<file path="src/common/supply_mode_pkg.sv">
/*
  supply_mode_pkg: register map, field layout, reset values, mode codes
  and timing counts for the supply and operating-mode controller.
  assumes: the core runs on a 125 MHz clock (8 ns period).
*/
package supply_mode_pkg;

  ////////////////////////////////////////////////////////////////////////////
  // clock and timing
  localparam int unsigned CLK_PERIOD_PS  = 8000;
  localparam int unsigned MODE_TRANS_NS  = 2000;
  localparam int unsigned MODE_TRANS_CYC =
    (MODE_TRANS_NS * 1000 + CLK_PERIOD_PS - 1) / CLK_PERIOD_PS;
  localparam int unsigned TRANS_CNT_W    = 9;

  ////////////////////////////////////////////////////////////////////////////
  // sizes
  localparam int unsigned NUM_CH     = 8;
  localparam int unsigned NUM_IN     = 2;
  localparam int unsigned ADDR_W     = 4;
  localparam int unsigned DATA_W     = 32;
  localparam int unsigned SYNC_W     = 6;

  ////////////////////////////////////////////////////////////////////////////
  // register index
  localparam logic [ADDR_W-1:0] REG_CTRL    = 4'h0;
  localparam logic [ADDR_W-1:0] REG_OUT_CMD = 4'h1;
  localparam logic [ADDR_W-1:0] REG_GEN_MAP = 4'h2;
  localparam logic [ADDR_W-1:0] REG_GEN_SEL = 4'h3;
  localparam logic [ADDR_W-1:0] REG_IN_MAP  = 4'h4;
  localparam logic [ADDR_W-1:0] REG_STATUS  = 4'h5;

  // control register fields
  localparam int unsigned CTRL_FORCE_ACT = 0;
  localparam int unsigned CTRL_SOFT_RST  = 1;

  // input map fields
  localparam int unsigned IN_MAP0_LSB = 0;
  localparam int unsigned IN_MAP1_LSB = 8;

  // status register fields
  localparam int unsigned STAT_MODE_LSB = 0;
  localparam int unsigned STAT_BAT_UV   = 4;
  localparam int unsigned STAT_IO_UV    = 5;
  localparam int unsigned STAT_POR      = 6;
  localparam int unsigned STAT_LPREQ    = 7;
  localparam int unsigned STAT_IN_LSB   = 8;

  ////////////////////////////////////////////////////////////////////////////
  // reset values
  localparam logic [NUM_CH-1:0] IN0_MAP_RST = 8'h04;
  localparam logic [NUM_CH-1:0] IN1_MAP_RST = 8'h08;
  localparam logic [NUM_CH-1:0] CH_RST      = 8'h00;
  localparam logic [DATA_W-1:0] RDATA_RST   = 32'h0000_0000;

  ////////////////////////////////////////////////////////////////////////////
  // modes
  typedef enum logic [3:0] {
    MODE_SLEEP    = 4'b0001,
    MODE_IDLE     = 4'b0010,
    MODE_ACTIVE   = 4'b0100,
    MODE_FALLBACK = 4'b1000
  } mode_t;

  // software-visible configuration
  typedef struct packed {
    logic              force_active;
    logic [NUM_CH-1:0] out_cmd;
    logic [NUM_CH-1:0] gen_map;
    logic [NUM_CH-1:0] gen_sel;
    logic [NUM_CH-1:0] in0_map;
    logic [NUM_CH-1:0] in1_map;
  } cfg_t;

  localparam cfg_t CFG_RST = '{
    force_active: 1'b0,
    out_cmd:      8'h00,
    gen_map:      8'h00,
    gen_sel:      8'h00,
    in0_map:      IN0_MAP_RST,
    in1_map:      IN1_MAP_RST
  };

  // register port request
  typedef struct packed {
    logic [ADDR_W-1:0] addr;
    logic [DATA_W-1:0] wdata;
    logic              wr;
    logic              rd;
  } reg_req_t;

  // synchronised pin levels
  typedef struct packed {
    logic              supply_good;
    logic              io_uv;
    logic              bat_uv;
    logic [NUM_IN-1:0] par_in;
    logic              lp_req;
  } pins_t;

endpackage : supply_mode_pkg

</file>
<file path="src/core/pin_sync.sv">
/*
  pin_sync: two-flop synchroniser for a vector of asynchronous levels.
  assumes: inputs are slow levels; each bit crosses on its own.
*/
`timescale 1ns/10ps
module pin_sync (
  input  wire logic                               mclk_i,
  input  wire logic                               rstn_i,
  input  wire logic                               ce_i,
  input  wire logic [supply_mode_pkg::SYNC_W-1:0] async_i,
  output logic      [supply_mode_pkg::SYNC_W-1:0] sync_o
);
  import supply_mode_pkg::*;

  typedef struct packed {
    logic [SYNC_W-1:0] meta;
    logic [SYNC_W-1:0] stable;
  } sync_state_t;

  sync_state_t st;
  sync_state_t next_st;

  ////////////////////////////////////////////////////////////////////////////
  // per-bit two stages
  for (genvar b = 0; b < SYNC_W; b++) begin : g_bit
    always_comb begin
      next_st.meta[b]   = async_i[b];
      next_st.stable[b] = st.meta[b];
    end
  end

  always_ff @(posedge mclk_i or negedge rstn_i) begin
    if (!rstn_i) begin
      st <= '0;
    end else if (ce_i) begin
      st <= next_st;
    end
  end

  assign sync_o = st.stable;

endmodule : pin_sync

</file>
<file path="src/core/supply_mode_controller.sv">
/*
  supply_mode_controller: operating-mode and supply supervision for an
  eight-channel relay driver; picks sleep, idle, active or fallback drive,
  gates channel drive, serial register access and register reset.
  assumes: pins and supply indicators are asynchronous; generator outputs
  and the register port are on mclk_i; the serial link itself is outside.
*/
// Notes on behaviour
// - battery undervoltage blocks every output stage from switching on
// - io undervoltage refuses serial access and holds registers at defaults
// - both supplies low: no channel control, no fallback mode entry
// - battery low, io good: registers usable, fallback allowed, channels off
// - battery good, io low: serial commands ignored, parallel inputs drive mapped channels
// - both supplies good: channels switchable, serial and registers fully usable
// - below battery undervoltage level all outputs forced off, logic stays alive
// - exactly four modes: sleep, idle, active, fallback drive
// - mode decisions use request pin, inputs, commands, force bit, generators, internal supply good and both undervoltage levels
// - power-on reset sets a flag that clears when read
// - internal supply fail may cut drive off without normal switch-off timing
// - battery below low level keeps idle, active only with force bit set
// - switch-on request outside active goes active if request pin high, else fallback
// - mode change before switch-on adds transition latency to turn-on
// - sleep: nothing usable, registers reset; idle: serial only with io good
// - active with io low, and fallback always, drive from parallel pins only
// - battery transients never cause an internal reset
// - request pin low and both inputs low enters sleep unless force bit set, registers reset
// - request pin low with an input high enters fallback unless force bit set or both supplies low, mapped channel on
// - fallback answers serial reads but ignores serial writes
// - force bit holds active mode regardless of request pin, inputs, generators and commands
`timescale 1ns/10ps
module supply_mode_controller (
  input  wire logic                               mclk_i,
  input  wire logic                               rstn_i,
  input  wire logic                               ce_i,
  input  wire logic                               low_power_req_i,
  input  wire logic [supply_mode_pkg::NUM_IN-1:0] parallel_inputs_i,
  input  wire logic                               battery_uv_i,
  input  wire logic                               io_uv_i,
  input  wire logic                               internal_supply_good_i,
  input  wire logic [supply_mode_pkg::NUM_IN-1:0] generator_i,
  input  wire logic [supply_mode_pkg::ADDR_W-1:0] addr_i,
  input  wire logic [supply_mode_pkg::DATA_W-1:0] wdata_i,
  input  wire logic                               wr_i,
  input  wire logic                               rd_i,
  output logic      [supply_mode_pkg::DATA_W-1:0] rdata_o,
  output logic      [supply_mode_pkg::NUM_CH-1:0] channel_on_o,
  output logic      [3:0]                         mode_o,
  output logic                                    serial_ready_o,
  output logic                                    write_ready_o,
  output logic                                    regs_default_o,
  output logic                                    por_flag_o
);
  import supply_mode_pkg::*;

  typedef struct packed {
    mode_t                  mode;
    logic [TRANS_CNT_W-1:0] trans_cnt;
    cfg_t                   cfg;
    logic                   por_flag;
    logic [DATA_W-1:0]      rdata;
    logic [NUM_CH-1:0]      channel_on;
    logic                   serial_ready;
    logic                   write_ready;
    logic                   regs_default;
  } ctl_state_t;

  ctl_state_t st;
  ctl_state_t next_st;

  pins_t    pins;
  reg_req_t req;

  ////////////////////////////////////////////////////////////////////////////
  // pin synchronisers

  pin_sync u_pin_sync (
    .mclk_i  (mclk_i),
    .rstn_i  (rstn_i),
    .ce_i    (ce_i),
    .async_i ({internal_supply_good_i, io_uv_i, battery_uv_i,
               parallel_inputs_i, low_power_req_i}),
    .sync_o  (pins)
  );

  assign req = '{addr: addr_i, wdata: wdata_i, wr: wr_i, rd: rd_i};

  ////////////////////////////////////////////////////////////////////////////
  // next-state logic

  logic [NUM_CH-1:0] gen_drive;
  logic [NUM_CH-1:0] pin_drive_map;
  logic [NUM_CH-1:0] pin_drive_dflt;
  logic              any_input;
  logic              any_request;
  logic              soft_reset;
  logic              regs_hold;
  logic              read_ok;
  logic              write_ok;
  mode_t             target;

  // generator output per channel, selected generator when mapped
  for (genvar c = 0; c < NUM_CH; c++) begin : g_ch
    always_comb begin
      gen_drive[c] = st.cfg.gen_map[c] &
                     (st.cfg.gen_sel[c] ? generator_i[1] : generator_i[0]);
    end
  end

  always_comb begin
    next_st     = st;
    any_input   = |pins.par_in;
    soft_reset  = 1'b0;
    target      = st.mode;

    // requests that ask for a channel to turn on
    any_request = any_input | (|st.cfg.out_cmd) | (|gen_drive);

    // mode selection
    if (!pins.supply_good) begin
      target = MODE_SLEEP;
    end else if (st.cfg.force_active) begin
      target = MODE_ACTIVE;
    end else if (!pins.lp_req) begin
      if (!any_input) begin
        target = MODE_SLEEP;
      end else if (!(pins.bat_uv && pins.io_uv)) begin
        target = MODE_FALLBACK;
      end else begin
        target = st.mode;
      end
    end else if (any_request && !pins.bat_uv) begin
      target = MODE_ACTIVE;
    end else begin
      target = MODE_IDLE;
    end

    // transition latency before drive
    if (target != st.mode) begin
      next_st.mode = target;
      if (target == MODE_ACTIVE || target == MODE_FALLBACK) begin
        next_st.trans_cnt = TRANS_CNT_W'(MODE_TRANS_CYC);
      end else begin
        next_st.trans_cnt = '0;
      end
    end else if (st.trans_cnt != '0) begin
      next_st.trans_cnt = st.trans_cnt - TRANS_CNT_W'(1);
    end

    // register access windows
    read_ok  = !pins.io_uv && (st.mode != MODE_SLEEP);
    write_ok = read_ok && (st.mode != MODE_FALLBACK);

    // register writes
    if (req.wr && write_ok) begin
      unique case (req.addr)
        REG_CTRL: begin
          next_st.cfg.force_active = req.wdata[CTRL_FORCE_ACT];
          soft_reset               = req.wdata[CTRL_SOFT_RST];
        end
        REG_OUT_CMD: begin
          next_st.cfg.out_cmd = req.wdata[NUM_CH-1:0];
        end
        REG_GEN_MAP: begin
          next_st.cfg.gen_map = req.wdata[NUM_CH-1:0];
        end
        REG_GEN_SEL: begin
          next_st.cfg.gen_sel = req.wdata[NUM_CH-1:0];
        end
        REG_IN_MAP: begin
          next_st.cfg.in0_map = req.wdata[IN_MAP0_LSB +: NUM_CH];
          next_st.cfg.in1_map = req.wdata[IN_MAP1_LSB +: NUM_CH];
        end
        default: begin
        end
      endcase
    end

    // register reads, data stand one cycle
    next_st.rdata = RDATA_RST;
    if (req.rd && read_ok) begin
      unique case (req.addr)
        REG_CTRL: begin
          next_st.rdata[CTRL_FORCE_ACT] = st.cfg.force_active;
        end
        REG_OUT_CMD: begin
          next_st.rdata[NUM_CH-1:0] = st.cfg.out_cmd;
        end
        REG_GEN_MAP: begin
          next_st.rdata[NUM_CH-1:0] = st.cfg.gen_map;
        end
        REG_GEN_SEL: begin
          next_st.rdata[NUM_CH-1:0] = st.cfg.gen_sel;
        end
        REG_IN_MAP: begin
          next_st.rdata[IN_MAP0_LSB +: NUM_CH] = st.cfg.in0_map;
          next_st.rdata[IN_MAP1_LSB +: NUM_CH] = st.cfg.in1_map;
        end
        REG_STATUS: begin
          next_st.rdata[STAT_MODE_LSB +: 4]     = st.mode;
          next_st.rdata[STAT_BAT_UV]            = pins.bat_uv;
          next_st.rdata[STAT_IO_UV]             = pins.io_uv;
          next_st.rdata[STAT_POR]               = st.por_flag;
          next_st.rdata[STAT_LPREQ]             = pins.lp_req;
          next_st.rdata[STAT_IN_LSB +: NUM_IN]  = pins.par_in;
          next_st.por_flag                      = 1'b0;
        end
        default: begin
        end
      endcase
    end

    // power fault sets the flag, set wins over clear on read
    if (!pins.supply_good) begin
      next_st.por_flag = 1'b1;
    end

    // registers forced to defaults; battery level never resets them
    regs_hold = pins.io_uv || (st.mode == MODE_SLEEP) ||
                (target == MODE_SLEEP) || soft_reset;
    if (regs_hold) begin
      next_st.cfg = CFG_RST;
    end

    // channel drive
    pin_drive_map  = ({NUM_CH{pins.par_in[0]}} & st.cfg.in0_map) |
                     ({NUM_CH{pins.par_in[1]}} & st.cfg.in1_map);
    pin_drive_dflt = ({NUM_CH{pins.par_in[0]}} & IN0_MAP_RST) |
                     ({NUM_CH{pins.par_in[1]}} & IN1_MAP_RST);

    next_st.channel_on = CH_RST;
    if (!pins.supply_good || pins.bat_uv) begin
      next_st.channel_on = CH_RST;
    end else if (st.trans_cnt != '0 || target != st.mode) begin
      next_st.channel_on = CH_RST;
    end else begin
      unique case (st.mode)
        MODE_ACTIVE: begin
          if (pins.io_uv) begin
            next_st.channel_on = pin_drive_dflt;
          end else begin
            next_st.channel_on = st.cfg.out_cmd | gen_drive |
                                 pin_drive_map;
          end
        end
        MODE_FALLBACK: begin
          next_st.channel_on = pin_drive_dflt;
        end
        MODE_SLEEP, MODE_IDLE: begin
          next_st.channel_on = CH_RST;
        end
      endcase
    end

    // port availability shown to the serial side
    next_st.serial_ready = !pins.io_uv &&
                           (target != MODE_SLEEP) && pins.supply_good;
    next_st.write_ready  = next_st.serial_ready &&
                           (target != MODE_FALLBACK);
    next_st.regs_default = regs_hold || !pins.supply_good;
  end

  ////////////////////////////////////////////////////////////////////////////
  // state register

  always_ff @(posedge mclk_i or negedge rstn_i) begin
    if (!rstn_i) begin
      st.mode         <= MODE_SLEEP;
      st.trans_cnt    <= '0;
      st.cfg          <= CFG_RST;
      st.por_flag     <= 1'b1;
      st.rdata        <= RDATA_RST;
      st.channel_on   <= CH_RST;
      st.serial_ready <= 1'b0;
      st.write_ready  <= 1'b0;
      st.regs_default <= 1'b1;
    end else if (ce_i) begin
      st <= next_st;
    end
  end

  ////////////////////////////////////////////////////////////////////////////
  // outputs

  assign rdata_o        = st.rdata;
  assign channel_on_o   = st.channel_on;
  assign mode_o         = st.mode;
  assign serial_ready_o = st.serial_ready;
  assign write_ready_o  = st.write_ready;
  assign regs_default_o = st.regs_default;
  assign por_flag_o     = st.por_flag;

endmodule : supply_mode_controller

</file>
<file path="config.mk">
export PLATFORM = sky130hd
export DESIGN_NAME = supply_mode_controller
export DESIGN_NICKNAME = d
export VERILOG_FILES = /design/src/common/supply_mode_pkg.sv /design/src/core/pin_sync.sv /design/src/core/supply_mode_controller.sv
export SDC_FILE = /design/constraint.sdc
export NUM_CORES = 1
export LEC_CHECK = 0
export BUFFER_PORTS_ARGS = -buffer_cell sky130_fd_sc_hd__buf_2
export CAP_MARGIN = 10
export CORE_MARGIN = 5
export CORE_UTILIZATION = 40
export DETAILED_ROUTE_END_ITERATION = 8
export MAX_ROUTING_LAYER = met4
export PLACE_DENSITY = 0.73
export SLEW_MARGIN = 20
export SYNTH_ARGS = -nofsm -noshare
export SYNTH_HDL_FRONTEND = slang
export SYNTH_SLANG_ARGS = --single-unit
</file>
<file path="constraint.sdc">
create_clock -name mclk_i -period 7.8 [get_ports mclk_i]
set_input_delay 0.78 -clock mclk_i [delete_from_list [all_inputs] [get_ports mclk_i]]
set_output_delay 0.78 -clock mclk_i [all_outputs]
set_load 0.02 [all_outputs]
</file>
* Word-level counts from Yosys, hierarchy flattened
Index checks and enable logic that the tools add are counted.
** Word-level totals
- Bits in writable memories :: 0
- Latch bits :: 0
- Memories :: 0
- Flip-flop bits (word level) :: 94
- Memory bits (read-only) :: 0
- Bits of input ports :: 49
- Output and inout bits :: 48
** Cells by class
- Multiply operators :: 0
- Eq/ne operators :: 19
- Magnitude comparators :: 0
- Shifts and indexed selects :: 0
- Reduce and logical (&&, ||, !) cells :: 40
- Multiplexer cells :: 38
- $add $sub $neg :: 1
- Bitwise gates (word level) :: 16
- Divide/modulo/power cells :: 0
** Operators by type and width (number)
- 2-to-1 mux 41 bit :: 2
- 2-to-1 mux 8 bit :: 7
- one-hot mux 7 bit (5 select lines) :: 1
- 2-to-1 mux 16 bit :: 2
- OR 8 bit :: 3
- one-hot mux 8 bit (3 select lines) :: 1
- 2-to-1 mux 4 bit :: 5
- 2-to-1 mux 9 bit :: 2
- AND reduction 3 bit :: 6
- AND 8 bit :: 2
- == test 4 x 3 -> 1 bit (second input constant) :: 4
- OR reduction 8 bit :: 2
- 2-to-1 mux 1 bit :: 14
- nonzero test 2 bit :: 7
- == test 4 x 1 -> 1 bit (second input constant) :: 3
- == test 4 x 2 -> 1 bit (second input constant) :: 3
- logical AND 1 bit :: 9
- nonzero test 9 bit :: 1
- subtractor 9 x 1 -> 9 bit (second input constant) :: 1
- AND 1 bit :: 8
- == test 4 bit (second input constant) :: 2
- != test 4 x 1 -> 1 bit (second input constant) :: 2
- != test 4 bit (second input constant) :: 2
- logical OR 1 bit :: 7
- 12 further kinds :: 18

* Longest topological paths before layout
Gate-level depths: netlist of the first run.
- Depth after elaboration :: 14
- Gate-level depth with buffers :: 11

* Cells and area by module
Synthesis of the first run repeated with hierarchy kept, for this count alone.
** Unflattened totals
- Cells, all modules :: 461
- Area, all modules :: 5011.1 µm²
** Modules (own cells, without submodules)
- supply_mode_controller :: area an instance 4526.8 µm², seq. area each 2058.2 µm², cells each 436, times used 1
- pin_sync :: area an instance 484.2 µm², seq. area each 300.3 µm², cells each 25, times used 1

* Worst setup path after synthesis of the first run
Ideal clock, no wire load.
- Kind :: input to register
- Start :: in generator_i[1] (netlist bit)
- End :: reg st[49] (netlist bit)
- Arrival :: 3.019 ns
- Setup time :: 0.121 ns
- Slack :: 4.660 ns
- Path buffers :: 2
- Cell stages on the path :: 10
- Path through :: mux2_1 -> a21o_1 -> or4_4 -> o211a_1 -> o31ai_2 -> and2_1 -> buf_6 -> a21oi_4 -> buf_6 -> a22o_1
** On the way
- Word-level cells in the longest chain between the ends :: 14
- Elaborated cells on any way between the ends :: 30
- Classes of those cells :: eq/ne: 1; mux: 13; bitwise: 9; reduce/logical: 7
** RTL lines
- from (decl) :: RTL line supply_mode_controller.sv:40 : input wire logic [supply_mode_pkg::NUM_IN-1:0] generator_i,
- 2-to-1 mux 1 bit :: RTL line supply_mode_controller.sv:105 : (st.cfg.gen_sel[c] ? generator_i[1] : generator_i[0]);
- AND 1 bit :: RTL line supply_mode_controller.sv:104 : gen_drive[c] = st.cfg.gen_map[c] &
- OR reduction 8 bit * :: RTL line supply_mode_controller.sv:116 : any_request = any_input | (|st.cfg.out_cmd) | (|gen_drive);
- OR 1 bit * :: RTL line supply_mode_controller.sv:116
- logical AND 1 bit * :: RTL line supply_mode_controller.sv:131 : end else if (any_request && !pins.bat_uv) begin
- 2-to-1 mux 3 bit * :: RTL line supply_mode_controller.sv:131
- 2-to-1 mux 4 bit * :: RTL line supply_mode_controller.sv:123 : end else if (!pins.lp_req) begin
- 2-to-1 mux 4 bit * :: RTL line supply_mode_controller.sv:121 : end else if (st.cfg.force_active) begin
- 2-to-1 mux 4 bit * :: RTL line supply_mode_controller.sv:119 : if (!pins.supply_good) begin
- == test 4 x 1 -> 1 bit * :: RTL line supply_mode_controller.sv:219 : (target == MODE_SLEEP) || soft_reset;
- logical OR 1 bit * :: RTL line supply_mode_controller.sv:218 : regs_hold = pins.io_uv || (st.mode == MODE_SLEEP) ||
- logical OR 1 bit * :: RTL line supply_mode_controller.sv:219
- nonzero test 2 bit (no line)
- AND reduction 3 bit (no line)
- to (signal assigned) :: RTL line supply_mode_controller.sv:277 : st <= next_st;
- to (decl) :: RTL line supply_mode_controller.sv:67 : ctl_state_t st;
Every way passes the cells marked *; elsewhere a longest branch is shown, timed or not.
A chain may end at the register's enable or synchronous reset.

* Final worst setup path of the first run
- Start :: in generator_i[1] (netlist bit)
- End :: reg st[89] (netlist bit)
** On the way
- Word-level cells in the longest chain between the ends :: 13
- Elaborated cells on any way between the ends :: 31
- Classes of those cells :: eq/ne: 3; mux: 14; bitwise: 9; reduce/logical: 5
** RTL lines
- 2-to-1 mux 1 bit :: RTL line supply_mode_controller.sv:105
- AND 1 bit :: RTL line supply_mode_controller.sv:104
- OR reduction 8 bit * :: RTL line supply_mode_controller.sv:116
- OR 1 bit * :: RTL line supply_mode_controller.sv:116
- logical AND 1 bit * :: RTL line supply_mode_controller.sv:131
- 2-to-1 mux 3 bit * :: RTL line supply_mode_controller.sv:131
- 2-to-1 mux 4 bit * :: RTL line supply_mode_controller.sv:123
- 2-to-1 mux 4 bit * :: RTL line supply_mode_controller.sv:121
- 2-to-1 mux 4 bit * :: RTL line supply_mode_controller.sv:119
- == test 4 x 3 -> 1 bit or == test 4 bit (tied branches) :: RTL line supply_mode_controller.sv:140 : if (target == MODE_ACTIVE || target == MODE_FALLBACK) begin
- logical OR 1 bit :: RTL line supply_mode_controller.sv:140
- 2-to-1 mux 8 bit :: RTL line supply_mode_controller.sv:140
- 2-to-1 mux 9 bit :: RTL line supply_mode_controller.sv:138 : if (target != st.mode) begin
Marked as above.

==> results of run 1 <==
-- state kept, by name, summed over array words and instances (netlist names) --
register and count:
channel_on_o 8, por_flag_o 1, mode_o 4, write_ready_o 1, u_pin_sync.sync_o 6, u_pin_sync.next_st 6, st 50, serial_ready_o 1
regs_default_o 1, rdata_o 16
-- power groups by stage --
stage	registers, mW	logic (mW)	clock network, mW
after floorplan	0.554	0.233	0
after global placement	0.577	0.267	0
after detailed placement	0.579	0.276	0
after CTS	0.571	0.277	0.455
after global routing	0.577	0.305	0.478
final	0.572	0.278	0.451
-- final cells by class --
| class | instances | area share |
|---|---|---|
| clock inverters | 6 | 0.01272 |
| diodes | 1 | 0.0004713 |
| repair buffers | 67 | 0.06503 |
| well taps | 147 | 0.03464 |
| multi-input cells | 283 | 0.3874 |
| flip-flops and latches | 94 | 0.4442 |
| clock buffers | 10 | 0.04500 |
| inverters | 15 | 0.01060 |
-- worst register-to-register path: cells and delay by family (launching register included) --
kind	cells	cell delay (ns)
XOR/XNOR	1	0.15
multiplexers	1	0.36
AO/OA/AOI/OAI	2	0.93
AND/OR/NAND/NOR	4	1.43
flip-flops	1	0.39
-- placed cells by master, fill, tap and decap left out, types with 13 or more instances in the layout --
master / netlist / routed
sky130_fd_sc_hd__mux2_2: 21 / 21
sky130_fd_sc_hd__buf_2: 2 / 63
sky130_fd_sc_hd__conb_1: 1 / 16
sky130_fd_sc_hd__a22o_1: 44 / 44
sky130_fd_sc_hd__a22oi_1: 16 / 16
sky130_fd_sc_hd__o21ai_0: 14 / 14
sky130_fd_sc_hd__nand2_1: 18 / 18
sky130_fd_sc_hd__inv_1: 14 / 14
sky130_fd_sc_hd__a21oi_1: 16 / 16
sky130_fd_sc_hd__dfrtp_1: 89 / 89
sky130_fd_sc_hd__a21o_1: 13 / 13
-- cell families (layout without fill, tap and decap cells) --
kind of cell | after synthesis | after routing
compound gates | 159 | 159
xor+xnor | 4 | 4
fa+ha+maj | 1 | 1
buf+inv | 82 | 98
flops | 94 | 94
mux | 24 | 24
other cells | 1 | 17
simple gates | 79 | 79
-- per-layer routing --
layer	up-vias	global-route usage	wire [µm]
met5	-	-	0
met4	0	0.06943	337
met3	29	0.05042	1251
met2	206	0.2782	5934
met1	1849	0.2383	5301
li1	1687	-	-
-- worst paths after layout --
kind	endpoint	slack (ns)	depth (start not counted)
min in group mclk_i	rdata_o[7]$_DFFE_PN0P_	0.48	1
max in group asynchronous	channel_on_o[1]$_DFFE_PN0P_	6.30	2
worst max register to register	st[89]$_DFFE_PN0P_	4.42	8
worst min register to register	rdata_o[7]$_DFFE_PN0P_	0.48	1
worst min-delay path	u_pin_sync.next_st[4]$_DFFE_PN0P_	0.41	1
worst max-delay path	st[89]$_DFFE_PN0P_	4.30	9
==> out/results.ini, run 1 <==
[drt]
avgRoutedWirePerCell_um=20.58
drt_first_iter_violations=429
ant_nets=0
drc_errors=0
avgViaCountPerCell=6.053
dr_total_vias=3771
drt_first_pass_iters=6
routed_wl_mm=12.82

[critical_path]
required_ns=8.02
element_type_at_the_critical_path_end=flop
critical_path.n_buffers_inverters=1
critPathMaxFanout=15
crit_type=in2reg
reg2reg_from=st[64]$_DFFE_PN0P_
cp_top_family=simple AND/OR/NAND/NOR gates
worstSetupStartpoint=generator_i[1]
critical_path_arrival_ns=3.72
worst_path_largest_cell_delay_ns=0.63
critPathSlowestCell=sky130_fd_sc_hd__a2111oi_0
critPathLaunchType=primary input
timing.critical_path.cells=buf_2, mux2_2, a2111oi_0, nand4_1, o211a_1, xnor2_1, nand3_1, and3_1, or3_1

[sta]
finalSetupTns_ns=0
clock.fmax_mhz=285.8
max_slew.worst_pin.slew_ns=0.8428
number_of_setup_violations_in_the_final_report=0
period_share=0.4486
rsz_0062_raised_after_global_routing=false
fin_ws_ns=4.301
timing_hold_violations_final=0
finalWorstPathRequiredPeriod_ns=3.499
fin_worst_skew_ns=0.01059
holdWs_ns=0.4053
max-slew-margin-rel=0.4382
slew_violations=0

[yosys]
synthMuxAreaShare=0.05558
synth_compound_gate_area_share=0.2585
synth.top_cell.area_share=0.4602
ys_ff_latch=94
yosysSeqAreaShare=0.4873
syn_area_per_cell_um2=10.90
most_used_flip_flop_cell_after_synthesis=sky130_fd_sc_hd__dfrtp_1
netlist_instances=444
synth_top_family_by_area=compound AO/OA/AOI/OAI gates
synthXorXnorAreaFrac=0.007239
post_synth_and_or_nand_nor_area_fraction=0.08661
synth.area.top_cells=sky130_fd_sc_hd__dfrtp_1 (46%), sky130_fd_sc_hd__a22o_1 (8.0%), sky130_fd_sc_hd__buf_4 (6.8%), sky130_fd_sc_hd__mux2_2 (4.9%), sky130_fd_sc_hd__dfstp_2 (2.7%)
cell_accounting_for_the_most_synthesized_area=sky130_fd_sc_hd__dfrtp_1
synth-adder-area-share=0.002585
synth_edf_count=0
mappedNetlistArea_um2=4840
synthArstFlopShare=1.000
synth_common_cells=sky130_fd_sc_hd__dfrtp_1 (89), sky130_fd_sc_hd__a22o_1 (44), sky130_fd_sc_hd__buf_4 (44), sky130_fd_sc_hd__mux2_2 (21), sky130_fd_sc_hd__clkbuf_1 (19)
yosysWarningCount=0
synth.distinct_cells=60
synth_most_common_cell=sky130_fd_sc_hd__dfrtp_1

[place]
place_congestion=0.8955
hpwl_mm=8.989
dp_slack_ns=3.950
placed_instances=606
placement.cell_area_um2=5001
portBuffers=64

[grt]
antenna_found_initial=1
grt.total_usage=0.1845
grt_pass1_wl_mm=20.25
grt_max_degree=57
grt_pass1_vias=3703
grt_remaining_overflow=0

[power_and_ir_drop]
internal_power_mw=0.8813
ir_drop_v=0.0001066
power.combinational.fraction=0.213
pwr_density_cell_nw_per_um2=245.0
power.static_leakage_nw=2.544
net-switching-power_mw=0.4195
clock_power_share=0.347
power.share.switching=0.3225
sequentialPowerShare=0.440
sum_of_internal_switching_and_leakage_power_mw=1.301

[clock_tree]
clk_path_buf_depth=2
tritoncts_clock_tree=done
cts.htree.levels=3
cts_sinks=94
cts_made_buffers=9
ctsResizeCount=0
cts_clk_pin_slew_worst_paths_ns=0.06
cts_setup_buffers=0
cts_root_buffer=sky130_fd_sc_hd__clkbuf_16
hold_buffers=0
insertion_delay_ns=0.35

[floorplanning]
rows=40
die_ht_um=120.0
core_region_area_um2=11910
die_w_um=120.0
design.die.area_um2=14400
initial_utilization=0.4063
io_pins=97

[final_layout]
flow.area_growth_from_synthesis_pct=9.721
post-route-util=0.4458
layout.area.seq_um2=2359
ratio_of_cells_with_drive_above_1_in_the_final_layout=0.2589
fin_area_um2=5310
final_instance_count_without_filler_cells=623
layout.nets=520
fill_cells=1120
footprint_of_the_multi_input_gates_um2=2057

[status]
outcome=finished, final reports clean

[worst_hold_path]
timing.hold.worst.class=in2async

[job]
max_cap_viol_count=0

Power figures use the tool's default switching activity.
==> run 2, diff against run 1 <==
--- a/config.mk
+++ b/config.mk
@@ -11,7 +11,7 @@
 export CORE_UTILIZATION = 40
 export DETAILED_ROUTE_END_ITERATION = 8
 export MAX_ROUTING_LAYER = met4
-export PLACE_DENSITY = 0.73
+export PLACE_DENSITY = 0.75
 export SLEW_MARGIN = 20
 export SYNTH_ARGS = -nofsm -noshare
 export SYNTH_HDL_FRONTEND = slang
==> constraint.sdc (replaced) <==
create_clock -name mclk_i -period 3.2 [get_ports mclk_i]
set_input_delay 0.32 -clock mclk_i [delete_from_list [all_inputs] [get_ports mclk_i]]
set_output_delay 0.32 -clock mclk_i [all_outputs]
set_load 0.02 [all_outputs]
==> out/results.ini, run 2 (same netlist as run 1, synthesis figures left out) <==
[floorplanning]
die_w_um=120.0
rows=40
initial_utilization=0.4063
core_region_area_um2=11910
die_ht_um=120.0
io_pins=97
design.die.area_um2=14400

[power_and_ir_drop]
pwr_density_cell_nw_per_um2=591.9
power.static_leakage_nw=2.646
ir_drop_v=0.0002661

[clock_tree]
clk_path_buf_depth=2
cts_made_buffers=9
cts_setup_buffers=0
insertion_delay_ns=0.35
cts_clk_pin_slew_worst_paths_ns=0.07
cts.htree.levels=3
tritoncts_clock_tree=done
cts_root_buffer=sky130_fd_sc_hd__clkbuf_16
cts_sinks=94

[critical_path]
critical_path_arrival_ns=3.26
critPathLaunchType=flop
crit_type=reg2reg
required_ns=3.42
critical_path.n_buffers_inverters=1
element_type_at_the_critical_path_end=flop
critPathSlowestCell=sky130_fd_sc_hd__or4_4
worst_path_largest_cell_delay_ns=0.58
critPathMaxFanout=6
cp_top_family=simple AND/OR/NAND/NOR gates
regToRegSetupSlack_ns=0.16
timing.critical_path.cells=mux2_2, a21o_1, or4_4, o211a_1, buf_4, xnor2_1, nand3_1, and3_1, or3_1

[drt]
drt_first_pass_iters=6
avgRoutedWirePerCell_um=20.61
avgViaCountPerCell=6.167
drc_errors=0
ant_nets=0
drt_first_iter_violations=654
dr_total_vias=3959
routed_wl_mm=13.23

[sta]
fin_worst_skew_ns=0.009349
period_share=0.9503
number_of_setup_violations_in_the_final_report=0
slew_violations=0
clock.fmax_mhz=328.9
max_slew.worst_pin.slew_ns=0.9125
fin_ws_ns=0.1592
finalWorstPathRequiredPeriod_ns=3.041
timing_hold_violations_final=0
holdWs_ns=0.1892
rsz_0062_raised_after_global_routing=false
max-slew-margin-rel=0.3894

[place]
dp_slack_ns=-0.09050
place_congestion=0.9765
hpwl_mm=9.318
portBuffers=64

[final_layout]
layout.nets=541
mostFrequentLayoutCell=sky130_fd_sc_hd__dfrtp_1
n_antenna_cell=0
post-route-util=0.4586
fill_cells=1086
mostFrequentLayoutCells=sky130_fd_sc_hd__dfrtp_1 (89), sky130_fd_sc_hd__buf_2 (63), sky130_fd_sc_hd__a22o_1 (44)
largest_reg_flops=50
ratio_of_cells_with_drive_above_1_in_the_final_layout=0.2909
flow.area_growth_from_synthesis_pct=12.87
regMostFlops=st

[grt]
grt_remaining_overflow=0
grt_pass1_vias=3816
antenna_found_initial=0
grt_pass1_wl_mm=20.86
grt.total_usage=0.1895
grt_max_degree=46

[status]
outcome=finished, final reports clean

[job]
max_cap_viol_count=0

[worst_hold_path]
timing.hold.worst.class=in2reg

[run 2: layout make-up]
cell class,count,area (µm²),share of cell area
flip-flops and latches,94,2359,0.4317
multi-input cells,283,2062,0.3775
repair buffers,88,505.5,0.09253
clock buffers,9,225.2,0.04123
well taps,147,183.9,0.03367
clock inverters,6,71.32,0.01306
inverters,15,56.30,0.01031
[run 2: final timing paths]
path,start,endpoint,cells after the start
min in group asynchronous,rstn_i,u_pin_sync.next_st[5]$_DFFE_PN0P_,2
setup / recovery,st[66]$_DFFE_PN0P_,st[89]$_DFFE_PN0P_,9
setup reg to reg,st[66]$_DFFE_PN0P_,st[89]$_DFFE_PN0P_,9
max in group asynchronous,rstn_i,por_flag_o$_DFFE_PN1P_,3
hold / removal,wdata_i[11],st[47]$_DFFE_PN1P_,3
hold reg to reg,rdata_o[1]$_DFFE_PN0P_,rdata_o[1]$_DFFE_PN0P_,1
[run 2: worst register-to-register path, delay by kind of cell (launching register included)]
family	cells	cell delay [ns]
DFF	1	0.39
buffers and inverters	1	0.14
muxes	1	0.35
xor gates and xnor gates	1	0.12
and+or+nand+nor	4	1.42
AOI/OAI and AO/OA	2	0.48
[run 2: what timing repair did]
action                                 in CTS  in global routing
resized for setup                           1                  3
pin swaps                                   0                  0
hold buffers                                1                  0
setup endpoints to repair                  16                 45
endpoints found under the hold margin      40                  0
[run 2: where the power goes]
part	switching, mW	leakage [nW]	total [mW]	internal [mW]
sequential	0.0827	1.26	1.35	1.27
combinational	0.497	1.24	0.793	0.296
clock	0.476	0.144	1.09	0.610
[run 2: per-layer routing]
layer / up-vias / global-route usage / part of all wire
met5: - / - / 0
met4: 0 / 0.08375 / 0.024
met3: 36 / 0.03911 / 0.093
met2: 229 / 0.2806 / 0.46
met1: 1971 / 0.2517 / 0.42
li1: 1723 / - / -
[run 2: metrics by stage]
step	TNS [ns]	area (µm²)	instances	total power, mW
after detailed placement	-1.262	5146	626	2.152
after floorplan	0	4896	459	1.920
after global routing	0	5463	642	3.374
after global placement	0	5141	626	2.119
final	0	5463	642	3.233
after CTS	0	5455	642	3.232
